File: config.mk
export PLATFORM = sky130hd
export DESIGN_NAME = io_expander_port_registers
export DESIGN_NICKNAME = d
export VERILOG_FILES = /design/src/hdl/expander_pkg.sv /design/src/hdl/pin_sync.sv /design/src/hdl/io_expander_port_registers.sv
export SDC_FILE = /design/constraint.sdc
export NUM_CORES = 1
export LEC_CHECK = 0
export CORE_MARGIN = 5
export CORE_UTILIZATION = 40
export DETAILED_ROUTE_END_ITERATION = 12
export DONT_BUFFER_PORTS = 1
export GPL_TIMING_DRIVEN = 0
export HOLD_SLACK_MARGIN = 0.06
export SYNTH_ARGS = -nofsm -noshare
export SYNTH_HDL_FRONTEND = slang
export SYNTH_SLANG_ARGS = --single-unit
File: constraint.sdc
create_clock -name ref_clk_i -period 3.6 [get_ports ref_clk_i]
set_input_delay 0 -clock ref_clk_i [delete_from_list [all_inputs] [get_ports ref_clk_i]]
set_output_delay 0 -clock ref_clk_i [all_outputs]
set_load 0.01 [all_outputs]
File: src/hdl/expander_pkg.sv
// Constants and types for the 16-bit port expander register bank
// Function
// - Eight registers picked by a 3-bit index; 0-1 read only, 2-7 read/write.
// - Every register is reached the same way from the two-wire or the four-wire host.
// - Index 0 reads the port-a pins, bit n is pin n; writes do nothing.
// - Index 1 reads the port-b pins, bit n is pin n; writes are dropped.
// - Input readback has no reset value; it shows whatever the pins present.
// - Index 2 holds the port-a drive values and resets to all ones.
// - Index 3 holds the port-b drive values and resets to all ones.
// - Ones in index 4 invert matching bits of an index 0 read; resets to zeros.
// - Ones in index 5 invert matching bits of an index 1 read; resets to zeros.
// - Zero in index 6 drives the port-a pin from index 2; one floats it.
// - Zero in index 7 drives the port-b pin from index 3; one floats it.
// - In four-wire mode the device is selected only while all three select lines are low.
// - Two-wire mode works at any slow clock rate, with no timeout.
// - Bytes after the first alternate between port-a and port-b of one function.
// - Two-wire writes reach the register just after the stop condition.
package expander_pkg;
  localparam logic [2:0] IDX_PORT0_INPUT_STATE = 3'h0;
  localparam logic [2:0] IDX_PORT1_INPUT_STATE = 3'h1;
  localparam logic [2:0] IDX_PORT0_OUTPUT_VALUE = 3'h2;
  localparam logic [2:0] IDX_PORT1_OUTPUT_VALUE = 3'h3;
  localparam logic [2:0] IDX_PORT0_INVERT_MASK = 3'h4;
  localparam logic [2:0] IDX_PORT1_INVERT_MASK = 3'h5;
  localparam logic [2:0] IDX_PORT0_DIRECTION = 3'h6;
  localparam logic [2:0] IDX_PORT1_DIRECTION = 3'h7;
  // Index bits 2:1 pick the function, bit 0 the port
  localparam logic [1:0] FN_INPUT = 2'h0;
  localparam logic [1:0] FN_OUTPUT = 2'h1;
  localparam logic [1:0] FN_INVERT = 2'h2;
  localparam logic [1:0] FN_DIRECTION = 2'h3;
  localparam logic [2:0] PORT_TOGGLE = 3'h1;
  localparam logic [7:0] RST_OUTPUT_VALUE = 8'hff;
  localparam logic [7:0] RST_INVERT_MASK = 8'h00;
  localparam logic [7:0] RST_DIRECTION = 8'hff;
  // Four-wire command byte: index in 7:5, write flag, then a zero bit
  localparam int CMD_IDX_LSB = 5;
  localparam int CMD_WRITE_BIT = 4;
  localparam int CMD_ZERO_BIT = 3;
  // Two-wire command byte: five zero bits above the index
  localparam logic [4:0] I2C_CMD_PAD = 5'h00;
  // Upper three device address bits; value is arbitrary
  localparam logic [2:0] I2C_ADDR_HI = 3'h2;
  localparam logic [3:0] ACK_SLOT = 4'h8;
  localparam logic [2:0] LAST_BIT = 3'h7;
  localparam int SYNC_W = 24;
  typedef enum logic [5:0] {
    I2C_IDLE = 6'h01,
    I2C_ADDR = 6'h02,
    I2C_CMD = 6'h04,
    I2C_WDATA = 6'h08,
    I2C_RDATA = 6'h10,
    I2C_SKIP = 6'h20
  } i2c_state_e;
  typedef enum logic [3:0] {
    SPI_CMD = 4'h1,
    SPI_WDATA = 4'h2,
    SPI_RDATA = 4'h4,
    SPI_SKIP = 4'h8
  } spi_state_e;
endpackage

File: src/hdl/pin_sync.sv
// Three-stage pin synchroniser with agreement filter
`timescale 1ns/1ns
`default_nettype none
module pin_sync #(
  parameter int W = 24
) (
  input wire logic ref_clk_i,
  input wire logic [W-1:0] raw_i,
  output logic [W-1:0] stable_o
);
  logic [W-1:0] s1_q;
  logic [W-1:0] s2_q;
  logic [W-1:0] s3_q;

  // No reset: pin data has no defined value until sampled
  always_ff @(posedge ref_clk_i) begin
    s1_q <= raw_i;
    s2_q <= s1_q;
    s3_q <= s2_q;
  end

  // A change counts only once stages two and three agree
  always_ff @(posedge ref_clk_i) begin
    for (int i = 0; i < W; i++) begin
      if (s2_q[i] == s3_q[i]) begin
        stable_o[i] <= s3_q[i];
      end
    end
  end
endmodule
`default_nettype wire

File: src/hdl/io_expander_port_registers.sv
// Register bank, host serial slaves and pin drivers of the port expander
`timescale 1ns/1ns
`default_nettype none
module io_expander_port_registers (
  input wire logic ref_clk_i,
  input wire logic nrst_i,
  input wire logic reset_pin_low_i,
  input wire logic mode_spi_i,
  input wire logic serial_clk_i,
  input wire logic serial_data_i,
  output logic serial_data_o,
  output logic serial_data_oe_o,
  output logic miso_o,
  output logic miso_oe_o,
  input wire logic addr_zero_i,
  input wire logic select_line_a_i,
  input wire logic select_line_b_i,
  input wire logic select_line_c_i,
  input wire logic [7:0] port_a_pin_i,
  output logic [7:0] port_a_pin_o,
  output logic [7:0] port_a_pin_oe_o,
  input wire logic [7:0] port_b_pin_i,
  output logic [7:0] port_b_pin_o,
  output logic [7:0] port_b_pin_oe_o
);
  logic [expander_pkg::SYNC_W-1:0] sync_s;
  logic [7:0] pin0_s, pin1_s;
  logic scl_s, sda_s, sel_a_s, sel_b_s, sel_c_s, addr0_s, spi_s, rstpin_s;
  logic rst_n, combined_select;
  logic scl_prev_q, sda_prev_q;
  logic scl_rise, scl_fall, start_ev, stop_ev;
  logic [7:0] out_val_q [2];
  logic [7:0] inv_mask_q [2];
  logic [7:0] dir_q [2];

  pin_sync #(.W(expander_pkg::SYNC_W)) u_sync (
    .ref_clk_i(ref_clk_i),
    .raw_i({reset_pin_low_i, mode_spi_i, addr_zero_i, select_line_c_i, select_line_b_i,
            select_line_a_i, serial_data_i, serial_clk_i, port_b_pin_i, port_a_pin_i}),
    .stable_o(sync_s)
  );

  assign {rstpin_s, spi_s, addr0_s, sel_c_s, sel_b_s, sel_a_s, sda_s, scl_s, pin1_s,
          pin0_s} = sync_s;
  assign rst_n = nrst_i & rstpin_s;
  assign combined_select = sel_a_s | sel_b_s | sel_c_s;

  // Edge and bus-condition detection on the sampled serial lines
  always_ff @(posedge ref_clk_i) begin
    if (!rst_n) begin
      // Track the live level so no false edge follows reset
      scl_prev_q <= scl_s;
      sda_prev_q <= sda_s;
    end else begin
      scl_prev_q <= scl_s;
      sda_prev_q <= sda_s;
    end
  end
  assign scl_rise = scl_s & ~scl_prev_q;
  assign scl_fall = ~scl_s & scl_prev_q;
  assign start_ev = ~spi_s & scl_s & scl_prev_q & sda_prev_q & ~sda_s;
  assign stop_ev = ~spi_s & scl_s & scl_prev_q & ~sda_prev_q & sda_s;

  // Shared read path, so both hosts see identical contents
  function automatic logic [7:0] rd_val(input logic [2:0] idx);
    logic [7:0] pins;
    pins = idx[0] ? pin1_s : pin0_s;
    unique case (idx[2:1])
      expander_pkg::FN_INPUT: rd_val = pins ^ inv_mask_q[idx[0]];
      expander_pkg::FN_OUTPUT: rd_val = out_val_q[idx[0]];
      expander_pkg::FN_INVERT: rd_val = inv_mask_q[idx[0]];
      expander_pkg::FN_DIRECTION: rd_val = dir_q[idx[0]];
    endcase
  endfunction

  // ---------------- Four-wire slave ----------------
  expander_pkg::spi_state_e spi_st_q;
  logic [2:0] spi_cnt_q, spi_idx_q;
  logic [7:0] spi_sh_q, spi_tx_q, spi_byte;
  logic sclk_rise, sclk_fall, spi_done, spi_wr;

  assign sclk_rise = spi_s & ~combined_select & scl_rise;
  assign sclk_fall = spi_s & ~combined_select & scl_fall;
  assign spi_byte = {spi_sh_q[6:0], sda_s};
  assign spi_done = sclk_rise && (spi_cnt_q == expander_pkg::LAST_BIT);
  assign spi_wr = spi_done && (spi_st_q == expander_pkg::SPI_WDATA);

  always_ff @(posedge ref_clk_i) begin
    if (!rst_n || !spi_s || combined_select) begin
      spi_st_q <= expander_pkg::SPI_CMD;
      spi_cnt_q <= 3'h0;
      spi_sh_q <= 8'h00;
      spi_tx_q <= 8'h00;
      spi_idx_q <= 3'h0;
    end else if (sclk_rise) begin
      spi_cnt_q <= spi_cnt_q + 3'h1;
      spi_sh_q <= spi_byte;
      if (spi_done) begin
        unique case (spi_st_q)
          expander_pkg::SPI_CMD: begin
            // A set zero bit marks a corrupt command; skip until deselect
            if (spi_byte[expander_pkg::CMD_ZERO_BIT]) begin
              spi_st_q <= expander_pkg::SPI_SKIP;
            end else begin
              spi_idx_q <= spi_byte[7:expander_pkg::CMD_IDX_LSB];
              if (spi_byte[expander_pkg::CMD_WRITE_BIT]) begin
                spi_st_q <= expander_pkg::SPI_WDATA;
              end else begin
                spi_st_q <= expander_pkg::SPI_RDATA;
                spi_tx_q <= rd_val(spi_byte[7:expander_pkg::CMD_IDX_LSB]);
              end
            end
          end
          expander_pkg::SPI_WDATA: begin
            spi_idx_q <= spi_idx_q ^ expander_pkg::PORT_TOGGLE;
          end
          expander_pkg::SPI_RDATA: begin
            spi_idx_q <= spi_idx_q ^ expander_pkg::PORT_TOGGLE;
            spi_tx_q <= rd_val(spi_idx_q ^ expander_pkg::PORT_TOGGLE);
          end
          expander_pkg::SPI_SKIP: begin
            spi_st_q <= expander_pkg::SPI_SKIP;
          end
        endcase
      end
    end else if (sclk_fall && spi_st_q == expander_pkg::SPI_RDATA) begin
      spi_tx_q <= {spi_tx_q[6:0], 1'b0};
    end
  end

  // Data leaves on falling edges; released as soon as the select drops
  always_ff @(posedge ref_clk_i) begin
    if (!rst_n) begin
      miso_o <= 1'b0;
      miso_oe_o <= 1'b0;
    end else begin
      miso_oe_o <= spi_s & ~combined_select & (spi_st_q == expander_pkg::SPI_RDATA);
      if (sclk_fall && spi_st_q == expander_pkg::SPI_RDATA) begin
        miso_o <= spi_tx_q[7];
      end
    end
  end

  // ---------------- Two-wire slave ----------------
  expander_pkg::i2c_state_e i2c_st_q;
  logic [3:0] i2c_cnt_q;
  logic [7:0] i2c_sh_q, i2c_tx_q;
  logic [2:0] i2c_idx_q;
  logic [6:0] dev_addr;
  logic i2c_rise, i2c_fall;
  logic pend_v_q [2];
  logic [2:0] pend_i_q [2];
  logic [7:0] pend_d_q [2];

  assign dev_addr = {expander_pkg::I2C_ADDR_HI, sel_c_s, sel_b_s, sel_a_s, addr0_s};
  assign i2c_rise = ~spi_s & scl_rise;
  assign i2c_fall = ~spi_s & scl_fall;

  // Purely edge driven: a stalled clock simply holds the state
  always_ff @(posedge ref_clk_i) begin
    if (!rst_n) begin
      i2c_idx_q <= 3'h0;
    end else if (i2c_rise && i2c_cnt_q == expander_pkg::ACK_SLOT) begin
      if (i2c_st_q == expander_pkg::I2C_CMD && serial_data_oe_o) begin
        i2c_idx_q <= i2c_sh_q[2:0];
      end else if (i2c_st_q == expander_pkg::I2C_WDATA ||
                   (i2c_st_q == expander_pkg::I2C_RDATA && !sda_s)) begin
        i2c_idx_q <= i2c_idx_q ^ expander_pkg::PORT_TOGGLE;
      end
    end
  end

  always_ff @(posedge ref_clk_i) begin
    if (!rst_n || spi_s || stop_ev) begin
      i2c_st_q <= expander_pkg::I2C_IDLE;
      i2c_cnt_q <= 4'h0;
      i2c_sh_q <= 8'h00;
      i2c_tx_q <= 8'h00;
    end else if (start_ev) begin
      i2c_st_q <= expander_pkg::I2C_ADDR;
      i2c_cnt_q <= 4'h0;
    end else if (i2c_rise) begin
      if (i2c_cnt_q != expander_pkg::ACK_SLOT) begin
        i2c_sh_q <= {i2c_sh_q[6:0], sda_s};
        i2c_cnt_q <= i2c_cnt_q + 4'h1;
      end else begin
        i2c_cnt_q <= 4'h0;
        unique case (i2c_st_q)
          expander_pkg::I2C_IDLE, expander_pkg::I2C_SKIP, expander_pkg::I2C_WDATA: begin
            i2c_st_q <= i2c_st_q;
          end
          expander_pkg::I2C_ADDR: begin
            if (!serial_data_oe_o) begin
              i2c_st_q <= expander_pkg::I2C_SKIP;
            end else if (i2c_sh_q[0]) begin
              i2c_st_q <= expander_pkg::I2C_RDATA;
              i2c_tx_q <= rd_val(i2c_idx_q);
            end else begin
              i2c_st_q <= expander_pkg::I2C_CMD;
            end
          end
          expander_pkg::I2C_CMD: begin
            i2c_st_q <= serial_data_oe_o ? expander_pkg::I2C_WDATA : expander_pkg::I2C_SKIP;
          end
          expander_pkg::I2C_RDATA: begin
            // A missing host acknowledge ends the read until the next start
            if (sda_s) begin
              i2c_st_q <= expander_pkg::I2C_SKIP;
            end else begin
              i2c_tx_q <= rd_val(i2c_idx_q ^ expander_pkg::PORT_TOGGLE);
            end
          end
        endcase
      end
    end else if (i2c_fall && i2c_st_q == expander_pkg::I2C_RDATA &&
                 i2c_cnt_q != expander_pkg::ACK_SLOT) begin
      i2c_tx_q <= {i2c_tx_q[6:0], 1'b0};
    end
  end

  // Open-drain data: only ever pulls low
  always_ff @(posedge ref_clk_i) begin
    if (!rst_n || spi_s || start_ev || stop_ev) begin
      serial_data_oe_o <= 1'b0;
    end else if (i2c_fall) begin
      if (i2c_cnt_q == expander_pkg::ACK_SLOT) begin
        serial_data_oe_o <= (i2c_st_q == expander_pkg::I2C_ADDR && i2c_sh_q[7:1] == dev_addr) ||
                            (i2c_st_q == expander_pkg::I2C_CMD &&
                             i2c_sh_q[7:3] == expander_pkg::I2C_CMD_PAD) ||
                            (i2c_st_q == expander_pkg::I2C_WDATA);
      end else begin
        serial_data_oe_o <= (i2c_st_q == expander_pkg::I2C_RDATA) && !i2c_tx_q[7];
      end
    end
  end

  always_ff @(posedge ref_clk_i) begin
    if (!rst_n) begin
      serial_data_o <= 1'b0;
    end else begin
      serial_data_o <= 1'b0;
    end
  end

  // Written bytes wait here, one slot per port, until the stop
  always_ff @(posedge ref_clk_i) begin
    if (!rst_n || spi_s || stop_ev) begin
      for (int p = 0; p < 2; p++) begin
        pend_v_q[p] <= 1'b0;
        pend_i_q[p] <= 3'h0;
        pend_d_q[p] <= 8'h00;
      end
    end else if (i2c_rise && i2c_cnt_q == expander_pkg::ACK_SLOT &&
                 i2c_st_q == expander_pkg::I2C_WDATA) begin
      pend_v_q[i2c_idx_q[0]] <= 1'b1;
      pend_i_q[i2c_idx_q[0]] <= i2c_idx_q;
      pend_d_q[i2c_idx_q[0]] <= i2c_sh_q;
    end
  end

  // ---------------- Register bank ----------------
  logic wr_v [3];
  logic [2:0] wr_i [3];
  logic [7:0] wr_d [3];

  always_comb begin
    wr_v[0] = spi_wr;
    wr_i[0] = spi_idx_q;
    wr_d[0] = spi_byte;
    for (int p = 0; p < 2; p++) begin
      wr_v[p + 1] = stop_ev & pend_v_q[p];
      wr_i[p + 1] = pend_i_q[p];
      wr_d[p + 1] = pend_d_q[p];
    end
  end

  always_ff @(posedge ref_clk_i) begin
    if (!rst_n) begin
      for (int p = 0; p < 2; p++) begin
        out_val_q[p] <= expander_pkg::RST_OUTPUT_VALUE;
        inv_mask_q[p] <= expander_pkg::RST_INVERT_MASK;
        dir_q[p] <= expander_pkg::RST_DIRECTION;
      end
    end else begin
      for (int s = 0; s < 3; s++) begin
        if (wr_v[s]) begin
          // Input indices fall through: writes there are dropped
          case (wr_i[s][2:1])
            expander_pkg::FN_OUTPUT: out_val_q[wr_i[s][0]] <= wr_d[s];
            expander_pkg::FN_INVERT: inv_mask_q[wr_i[s][0]] <= wr_d[s];
            expander_pkg::FN_DIRECTION: dir_q[wr_i[s][0]] <= wr_d[s];
            default: ;
          endcase
        end
      end
    end
  end

  // Pin drivers: a direction zero enables the driver
  always_ff @(posedge ref_clk_i) begin
    if (!rst_n) begin
      port_a_pin_o <= expander_pkg::RST_OUTPUT_VALUE;
      port_b_pin_o <= expander_pkg::RST_OUTPUT_VALUE;
      port_a_pin_oe_o <= ~expander_pkg::RST_DIRECTION;
      port_b_pin_oe_o <= ~expander_pkg::RST_DIRECTION;
    end else begin
      port_a_pin_o <= out_val_q[0];
      port_b_pin_o <= out_val_q[1];
      port_a_pin_oe_o <= ~dir_q[0];
      port_b_pin_oe_o <= ~dir_q[1];
    end
  end

  // ---------------- Checks ----------------
  out_defaults_a: assert property (@(posedge ref_clk_i) !rst_n |=>
    out_val_q[0] == 8'hff && out_val_q[1] == 8'hff)
    else $error("output values not all ones after reset");
  mask_defaults_a: assert property (@(posedge ref_clk_i) !rst_n |=>
    inv_mask_q[0] == 8'h00 && inv_mask_q[1] == 8'h00 && dir_q[0] == 8'hff && dir_q[1] == 8'hff)
    else $error("mask or direction wrong after reset");
  drive_port_a_a: assert property (@(posedge ref_clk_i) disable iff (!rst_n)
    port_a_pin_oe_o == ~$past(dir_q[0]) && port_a_pin_o == $past(out_val_q[0]))
    else $error("port a driver does not follow its registers");
  drive_port_b_a: assert property (@(posedge ref_clk_i) disable iff (!rst_n)
    port_b_pin_oe_o == ~$past(dir_q[1]) && port_b_pin_o == $past(out_val_q[1]))
    else $error("port b driver does not follow its registers");
  select_miso_a: assert property (@(posedge ref_clk_i) disable iff (!rst_n)
    combined_select |=> !miso_oe_o)
    else $error("miso driven while not selected");
  ro_index_a: assert property (@(posedge ref_clk_i) disable iff (!rst_n)
    spi_wr && spi_idx_q[2:1] == expander_pkg::FN_INPUT |=>
    $stable(out_val_q[0]) && $stable(inv_mask_q[0]) && $stable(dir_q[0]))
    else $error("write to an input index changed a register");
  stop_commit_a: assert property (@(posedge ref_clk_i) disable iff (!rst_n)
    stop_ev && pend_v_q[0] && pend_i_q[0][2:1] == expander_pkg::FN_OUTPUT |=>
    out_val_q[0] == $past(pend_d_q[0]))
    else $error("pending write not applied at stop");
  spi_alternate_a: assert property (@(posedge ref_clk_i) disable iff (!rst_n)
    spi_wr |=> spi_idx_q == ($past(spi_idx_q) ^ 3'h1))
    else $error("burst index did not alternate ports");
  invert_read_a: assert property (@(posedge ref_clk_i) disable iff (!rst_n)
    spi_done && spi_st_q == expander_pkg::SPI_CMD && spi_byte[7:3] == 5'h00 |=>
    spi_tx_q == ($past(pin0_s) ^ $past(inv_mask_q[0])))
    else $error("port a readback not inverted by mask");
  i2c_hold_a: assert property (@(posedge ref_clk_i) disable iff (!rst_n)
    !spi_s && !scl_rise && !scl_fall && !start_ev && !stop_ev |=>
    i2c_st_q == $past(i2c_st_q))
    else $error("two-wire state moved without a clock edge");
endmodule
`default_nettype wire

# Word level (Yosys, flattened, before mapping)

Memories as Yosys holds them, arrays and structs flattened. A register that Yosys moved wholly into a read port is not among the register bits.
Cells that the tools add are included.

Memories kept: 6
Output and inout port bits: 36
Bits in writable memories: 72
Register bits after elaboration: 171
Word-level logic and storage cells: 350

Equality and inequality tests: 67
Add/subtract/negate cells: 2
Bitwise operators: 38
Reduce and logical (&&, ||, !) cells: 62
Multiplexer cells: 128

Memory list:

| memory     | words | width | rd ports | clocked after Yosys merged registers in | wr ports | RTL line                          | RTL |
|---|---|---|---|---|---|---|---|
| dir_q      | 2     | 8     | 6        | 2                                       | 2        | io_expander_port_registers.sv:34  | `logic [7:0] dir_q [2];` |
| inv_mask_q | 2     | 8     | 4        | 2                                       | 2        | io_expander_port_registers.sv:33  | `logic [7:0] inv_mask_q [2];` |
| out_val_q  | 2     | 8     | 6        | 4                                       | 2        | io_expander_port_registers.sv:32  | `logic [7:0] out_val_q [2];` |
| pend_d_q   | 2     | 8     | 2        | 0                                       | 2        | io_expander_port_registers.sv:153 | `logic [7:0] pend_d_q [2];` |
| pend_i_q   | 2     | 3     | 2        | 0                                       | 2        | io_expander_port_registers.sv:152 | `logic [2:0] pend_i_q [2];` |
| pend_v_q   | 2     | 1     | 2        | 0                                       | 2        | io_expander_port_registers.sv:151 | `logic pend_v_q [2];` |

Operator list:

| operator                                                         | count |
|---|---|
| 8-bit 2-to-1 mux                                                 | 25 |
| 8-bit case mux with 4 select lines                               | 4 |
| 1-bit 2-to-1 mux                                                 | 81 |
| 8-bit OR reduction                                               | 10 |
| 8-bit case mux with 2 select lines                               | 2 |
| 8-bit bitwise XOR                                                | 4 |
| 1-bit == test                                                    | 24 |
| 2-bit == test (second input constant)                            | 10 |
| 6-bit 2-to-1 mux                                                 | 3 |
| 6-bit case mux with 3 select lines                               | 1 |
| 1-bit AND                                                        | 17 |
| 8-bit NOT                                                        | 2 |
| 3-bit != test (second input constant)                            | 5 |
| 1-bit NOT                                                        | 13 |
| 1-bit logical AND                                                | 12 |
| 3-bit 2-to-1 mux                                                 | 4 |
| 4-bit AND reduction                                              | 3 |
| 2-bit nonzero test                                               | 6 |
| 2-bit by 1-bit == test with 1-bit output (second input constant) | 5 |
| 5-bit AND reduction                                              | 2 |
| 1-bit logical OR                                                 | 9 |
| 4-bit == test (second input constant)                            | 2 |
| 4-bit 2-to-1 mux                                                 | 2 |
| 2-bit != test (second input constant)                            | 4 |
| 31 further kinds                                                 | 47 |

# Longest topological paths before layout

Gate-level depths: netlist of run 1.

Depth after elaboration: 13
Mapped depth: 10

# Modules after synthesis

Synthesis of run 1 repeated with hierarchy kept, for this count alone.

Cells, all modules: 1093
Area total of the unflattened synthesis: 11969.0 µm²

Modules (own cells, without submodules):

| module                     | area an instance (µm²) | seq. area each (µm²) | instances | cells an instance |
|---|---|---|---|---|
| io_expander_port_registers | 9596.7                 | 4003.8               | 1         | 973 |
| pin_sync                   | 2372.3                 | 2162.1               | 1         | 120 |

# Least setup slack after synthesis of run 1

Ideal clock, no wire load.

Path type: register to register
Start: register u_sync.stable_o[22]
End: memory dir_q[1][0], enable pin
Arrival: 1.922 ns
Setup time: 0.337 ns
Path buffers: 1
Period minus slack after synthesis: 2.259 ns
Path slack: 1.341 ns
Cell stages (with the launch flop): 8
Cells stage by stage: edfxtp_1 -> nand3b_1 -> nor4b_2 -> buf_4 -> nand4_4 -> nor2_1 -> a31oi_2 -> nand3_1

RTL lines:

| what                             | RTL line                         | RTL |
|---|---|---|
| start: declaration               | pin_sync.sv:9                    | `output logic [W-1:0] stable_o` |
| start signal: indexed assignment | pin_sync.sv:26                   | `stable_o[i] <= s3_q[i];` |
| end: declaration                 | io_expander_port_registers.sv:34 |  |

==> results.yml, run 1 <==
yosys:
  netlist-cell-type-count: 78
  post-synth-top-area-fraction: 0.278
  async_flop_share: 0
  number_of_warnings_printed_during_yosys_synthesis: 0
  largest_family_of_logic_cells_by_synthesized_area: "simple AND/OR/NAND/NOR gates"
  syn-cell-area_um2: 12000
  muxShareOfSynthArea: 0.117
  yosys.area.top_type: "sky130_fd_sc_hd__dfxtp_1"
  synth_fa_ha_area_frac: 0.00417
  compound_gate_fraction_of_synth_area: 0.118
  mean_cell_area_of_the_mapped_netlist_um2: 10.8
  synth.ff_latch_count: 261
  netlist_top_cells_area: "sky130_fd_sc_hd__dfxtp_1 (28%), sky130_fd_sc_hd__edfxtp_1 (24%), sky130_fd_sc_hd__mux2i_1 (5.3%), sky130_fd_sc_hd__mux4_2 (5.1%), sky130_fd_sc_hd__nand2_1 (3.5%)"
  area_share_of_and_or_nand_nor_cells_after_synthesis: 0.172
  yosysSeqAreaShare: 0.513
  synth_edf_count: 94
  synthFlopType: "sky130_fd_sc_hd__dfxtp_1"
  syn-instance-count: 1114
  post_synthesis_xor_xnor_area_fraction: 0.0452
timing:
  worst_hold_slack_ns: 0.313
  max-slew-margin-rel: 0.192
  setup_repair_after_global_routing_missed_its_margin: "false"
  timing_max_transition_violations_final: 0
  fmaxAchievable_ghz: 0.313
  tightest_slew_ns: 1.21
  setup-tns-final_ns: 0
  crit_share_post_route: 0.888
  finalHoldViolations: 0
  setup_violations: 0
  post-route-min-period_ns: 3.20
  timing.clock.skew_ns: 0.0270
pwr:
  power.density_cell_area_nw_per_um2: 458
  leakage_nw: 4.73
  irDropWorstVdd_uv: 351
clock_network:
  cts-htree-levels: 1
  cts-buffers-inserted: 28
  clock_tree_from_tritoncts: "built"
  clk_root_buffer_cell: "sky130_fd_sc_hd__clkbuf_16"
  worst_setup_hold_path_clk_slew_ns: 0.06
  worst_skew_pair.late_latency_ns: 0.55
  numClockSinks: 261
  cts_buffer_depth: 3
finish:
  layout.nets: 1224
  final_layout_size_suffix_gt1_frac: 0.122
  areaGrowthSynthToFinish_pct: 15.9
  antennaDiodeCount: 0
  final_cell_mix: "sky130_fd_sc_hd__dfxtp_1 (167), sky130_fd_sc_hd__nand2_1 (112), sky130_fd_sc_hd__edfxtp_1 (94)"
  mostFrequentLayoutCell: "sky130_fd_sc_hd__dfxtp_1"
setup_path:
  critPathMaxFanout: 9
  critical_path_required_ns: 3.78
  worstPathArrival_ns: 3.38
  critPathKind: "flop to flop"
  critical_path.reg2reg.endpoint: "dir_q[1][2]"
  r2r_slack_ns: 0.40
  worst_setup_path_end_kind: "flop"
  reg2reg_from: "u_sync.stable_o[22]"
  reg2reg_depth: 5
  crit_path_start_kind: "flop"
floorplan:
  fp-row-count: 63
  die-height_um: 183
  die_area_um2: 33600
  coreArea_um2: 29600
  floorplan.initialDensity: 0.405
  top_level_ports: 62
  dieWidth_um: 183
place:
  io_buffer_count: 0
  gp_congestion: 0.986
  detailedPlacementHpwl_um: 25800
routing:
  via_per_inst: 5.70
  avgRoutedWirePerCell_um: 21.8
  drt_wl_total_um: 35000
  ant_nets: 0
  dr_total_vias: 9153
  drc: 0
  detail_route.first_pass.iterations: 5
  first_iter_violations: 925
global_route:
  grt_overflow_total: 0
  grt_first_pass_wirelength_um: 53500
  first_global_vias: 8629
  antenna_found_initial: 0
  largest_net_degree_at_the_start_of_global_routing: 15
  overall_global_routing_usage: 0.206
hold_path:
  hold_path_end: "u_sync.s2_q[13]"
  hp-class: "flop to flop"
  holdCritStartpoint: "u_sync.s1_q[13]"
  worst_hold_path_cells: 0
outcome:
  run_status: "finished clean"
flow_run:
  drv.max_cap_violation_count: 0
power by group:
| part | switching [W] | total, W | internal (W) |
|---|---|---|---|
| Sequential | 0.0000985 | 0.00325 | 0.00315 |
| Combinational | 0.000162 | 0.000297 | 0.000134 |
| Clock | 0.00116 | 0.00283 | 0.00167 |
registers in the layout, summed over array words and instances (netlist names), 6 cells and up, named ones only:
name             count
pend_d_q            16
port_b_pin_o         8
u_sync.s2_q         24
i2c_st_q             6
pend_i_q             6
spi_sh_q             7
u_sync.s3_q         24
out_val_q           16
port_b_pin_oe_o      8
inv_mask_q          16
i2c_sh_q             8
port_a_pin_oe_o      8
u_sync.stable_o     24
u_sync.s1_q         24
port_a_pin_o         8
spi_tx_q             8
i2c_tx_q             8
dir_q               16
metal layers:
metal	GRT usage	vias to the layer above	wire (µm)
met3	0.0311	85	2730
met5	0	-	0
met4	0.0849	0	1710
li1	-	4216	-
met2	0.320	404	15700
met1	0.289	4448	14900
cell type report:
class | instances | area (µm²)
buffer | 68 | 319
fill | 2779 | 15700
inverter | 9 | 33.8
tap | 390 | 488
multi-input combinational | 777 | 5490
timing repair buffer | 49 | 490
clock buffer | 42 | 867
sequential | 261 | 6170
clock inverter | 9 | 62.6
cells by family after synthesis:
kind of cell	count (synthesis)
mux	105
flops	261
compound gates	215
simple gates	389
other cells	1
fa+ha+maj	4
xor+xnor	62
buf+inv	77
worst max-delay path by stage:
| stage | startpoint | endpoint | slack (ns) | cells after the start |
|---|---|---|---|---|
| floorplan | u_sync.stable_o[22] | dir_q[1][0] | 1.34 | 7 |
| global placement | u_sync.stable_o[22] | dir_q[1][7] | 0.44 | 5 |
| detailed placement | u_sync.stable_o[22] | dir_q[1][2] | 0.42 | 5 |
| CTS | u_sync.stable_o[22] | dir_q[1][2] | 0.41 | 5 |
| global route | u_sync.stable_o[22] | dir_q[1][4] | 0.27 | 5 |
| finish | u_sync.stable_o[22] | dir_q[1][2] | 0.40 | 5 |
Yosys cell counts, types with 4 or more instances:
library cell               count
sky130_fd_sc_hd__dfxtp_1     167
sky130_fd_sc_hd__nand2_1     112
sky130_fd_sc_hd__edfxtp_1     94
sky130_fd_sc_hd__nor2_1       88
sky130_fd_sc_hd__mux2i_1      63
sky130_fd_sc_hd__o21ai_0      55
sky130_fd_sc_hd__nand3_1      48
sky130_fd_sc_hd__a21oi_1      47
sky130_fd_sc_hd__clkbuf_1     38
sky130_fd_sc_hd__xnor2_1      33
sky130_fd_sc_hd__and2_1       31
sky130_fd_sc_hd__nand2b_1     29
sky130_fd_sc_hd__xor2_1       29
sky130_fd_sc_hd__mux4_2       27
sky130_fd_sc_hd__a41oi_1      24
sky130_fd_sc_hd__buf_2        19
sky130_fd_sc_hd__a31oi_1      18
sky130_fd_sc_hd__mux2_2       15
sky130_fd_sc_hd__nor2b_1      14
sky130_fd_sc_hd__a22oi_1      11
sky130_fd_sc_hd__inv_1         9
sky130_fd_sc_hd__o21a_1        9
sky130_fd_sc_hd__nor3_1        8
sky130_fd_sc_hd__o22a_1        8
sky130_fd_sc_hd__nand3b_1      7
sky130_fd_sc_hd__nor3b_1       7
sky130_fd_sc_hd__o22ai_1       7
sky130_fd_sc_hd__buf_4         6
sky130_fd_sc_hd__nor4_1        5
sky130_fd_sc_hd__o31a_1        5
sky130_fd_sc_hd__a211oi_1      4
sky130_fd_sc_hd__ha_1          4
sky130_fd_sc_hd__o21ai_2       4
sky130_fd_sc_hd__o31ai_1       4
sky130_fd_sc_hd__or3b_2        4
through the flow:
| stage | utilization | total power (W) | area, µm² | setup WS, ns | std cells |
|---|---|---|---|---|---|
| 2_1_floorplan | - | 0.00346 | 12000 | 1.34 | 1115 |
| 3_3_place_gp | 0.422 | 0.00356 | 12500 | 0.438 | 1505 |
| 3_5_place_dp | 0.422 | 0.00356 | 12500 | 0.423 | 1505 |
| 4_1_cts | 0.470 | 0.00645 | 13900 | 0.406 | 1605 |
| 5_1_grt | 0.470 | 0.00662 | 13900 | 0.268 | 1605 |
| 6_report | 0.470 | 0.00637 | 13900 | 0.402 | 1605 |
worst max-delay path: stages (launching register included):
cell and delay (ns):
sky130_fd_sc_hd__edfxtp_1 0.57, sky130_fd_sc_hd__nor4b_4 0.72, sky130_fd_sc_hd__nand3_2 0.28, sky130_fd_sc_hd__nor3_2 0.48, sky130_fd_sc_hd__a31oi_2 0.32, sky130_fd_sc_hd__nand3_1 0.47
timing repair:
item,in CTS,in global routing
hold buffers,49,0
gates resized for setup,0,0
endpoints found under the hold margin,33,0
setup buffers,0,0
Power figures use the tool's default switching activity.
==> inputs of run 2 (changes only) <==
Settings changed: CORE_MARGIN 5 to 4.
==> run 2 against run 1 <==
  * Sequential power about the same
  * Core utilization up 0.26 points
  * Clock power up 7.8%
  * Global-route usage up 0.32 points
  * Final cell count up 0.25%
  * Total power up 3.6%
  * Wire length up 1.4%
  * Critical path type unchanged
==> results.yml, run 2 (synthesis results as in run 1) <==
timing:
  max-slew-margin-rel: 0.284
  worst_hold_slack_ns: 0.114
  crit_share_post_route: 0.927
  timing_max_transition_violations_final: 0
  timing.clock.skew_ns: 0.0153
  setup_repair_after_global_routing_missed_its_margin: "false"
  tightest_slew_ns: 1.07
  postLayoutSetupSlackWorst_ns: 0.263
  setup_violations: 0
  finalHoldViolations: 0
  fmaxAchievable_ghz: 0.300
  setup-tns-final_ns: 0
  post-route-min-period_ns: 3.34
setup_path:
  worstPathArrival_ns: 3.55
  critical_path_required_ns: 3.82
  worst_setup_path_end_kind: "flop"
  critPathKind: "flop to flop"
  critPathMaxFanout: 10
  crit_path_start_kind: "flop"
finish:
  final_layout_size_suffix_gt1_frac: 0.124
  layout.nets: 1225
  postLayoutCoreUtil: 0.472
  final_cell_mix: "sky130_fd_sc_hd__dfxtp_1 (167), sky130_fd_sc_hd__nand2_1 (112), sky130_fd_sc_hd__edfxtp_1 (94)"
  postLayoutCellArea_um2: 14000
  areaGrowthSynthToFinish_pct: 16.6
  mostFrequentLayoutCell: "sky130_fd_sc_hd__dfxtp_1"
routing:
  drt_wl_total_um: 35500
  avgRoutedWirePerCell_um: 22.1
  ant_nets: 0
  drc: 0
  detail_route.first_pass.iterations: 5
  via_per_inst: 5.63
  dr_total_vias: 9055
  first_iter_violations: 1062
clock_network:
  cts_setup_buffers: 0
  clock_tree_from_tritoncts: "built"
  clk_root_buffer_cell: "sky130_fd_sc_hd__clkbuf_16"
  worst_setup_hold_path_clk_slew_ns: 0.06
  numClockSinks: 261
  cts_buffer_depth: 3
  worst_skew_pair.late_latency_ns: 0.56
  cts-htree-levels: 1
  cts-buffers-inserted: 29
floorplan:
  floorplan.initialDensity: 0.405
  top_level_ports: 62
  dieWidth_um: 181
  coreArea_um2: 29600
  die-height_um: 181
  fp-row-count: 63
  die_area_um2: 32900
outcome:
  run_status: "finished clean"
global_route:
  overall_global_routing_usage: 0.209
  antenna_found_initial: 1
  largest_net_degree_at_the_start_of_global_routing: 16
  grt_overflow_total: 0
  grt_first_pass_wirelength_um: 53300
  first_global_vias: 8668
place:
  detailed_place.area_um2: 12500
  gp_congestion: 0.964
  io_buffer_count: 0
  pre_cts_slack_ns: 0.381
  detailedPlacementHpwl_um: 26000
pwr:
  intPower_w: 0.00510
  total_switching_power_w: 0.00150
  leakage_nw: 4.77
  pwr-share-seq: 0.493
  power.density_cell_area_nw_per_um2: 472
  switching_share: 0.228
  irDropWorstVdd_uv: 571
  clock_power_share: 0.462
  comb_power_share: 0.045
hold_path:
  hp-class: "input pin to flop"
flow_run:
  drv.max_cap_violation_count: 0
run 2: changes by cell type in the layout (fill, tap and decap cells not counted), sizes merged:
cell,before,now
bufinv,0,3
clkbuf,82,75
clkinv,5,9
clkinvlp,3,2
diode,0,1
inv,10,14
run 2: cell type report:
cell class / count / area [µm²]
Multi-Input combinational cell: 777 / 5490
Buffer: 68 / 319
Antenna cell: 1 / 2.50
Clock inverter: 19 / 204
Inverter: 9 / 33.8
Tap cell: 390 / 488
Fill cell: 2791 / 15600
Timing Repair Buffer: 49 / 490
Sequential cell: 261 / 6170
Clock buffer: 35 / 801
run 2: stage by stage:
stage	power (W)	instances
floorplan	0.00346	1115
global placement	0.00356	1505
detailed placement	0.00356	1505
CTS	0.00667	1608
global route	0.00685	1608
finish	0.00660	1609
run 2: routing by layer:
| metal | part of all wire | global-route usage |
|---|---|---|
| met1 | 0.42 | 0.284 |
| met5 | 0.00039 | 0 |
| met4 | 0.052 | 0.101 |
| met2 | 0.44 | 0.320 |
| met3 | 0.089 | 0.0435 |
run 2: worst paths after layout:
| kind | slack (ns) | start | endpoint | cells after the start |
|---|---|---|---|---|
| setup / recovery | 0.26 | u_sync.stable_o[17] | dir_q[1][4] | 6 |
| hold / removal | 0.11 | nrst_i | i2c_idx_q[0] | 2 |
| hold reg to reg | 0.33 | u_sync.s1_q[17] | u_sync.s2_q[17] | 0 |
| setup reg to reg | 0.26 | u_sync.stable_o[17] | dir_q[1][4] | 6 |
run 2: worst max-delay path: stages (launching register included):
cell,delay (ns)
sky130_fd_sc_hd__edfxtp_1,0.35
sky130_fd_sc_hd__clkbuf_1,0.79
sky130_fd_sc_hd__nor4b_2,0.55
sky130_fd_sc_hd__buf_4,0.30
sky130_fd_sc_hd__nand4_2,0.28
sky130_fd_sc_hd__clkbuf_1,0.34
sky130_fd_sc_hd__nand3_1,0.39
run 2: timing repair:
action	4_1_cts	5_1_grt
hold buffers	49	0
hold endpoints to repair	32	0
resized for setup	0	0
run 2: power groups by stage:
stage | Sequential, W | Combinational (W) | Clock, W
after CTS | 0.00325 | 0.000293 | 0.00313
after detailed placement | 0.00331 | 0.000251 | 0
after global routing | 0.00326 | 0.000325 | 0.00326
after global placement | 0.00331 | 0.000251 | 0
final | 0.00325 | 0.000297 | 0.00305
after floorplan | 0.00327 | 0.000190 | 0
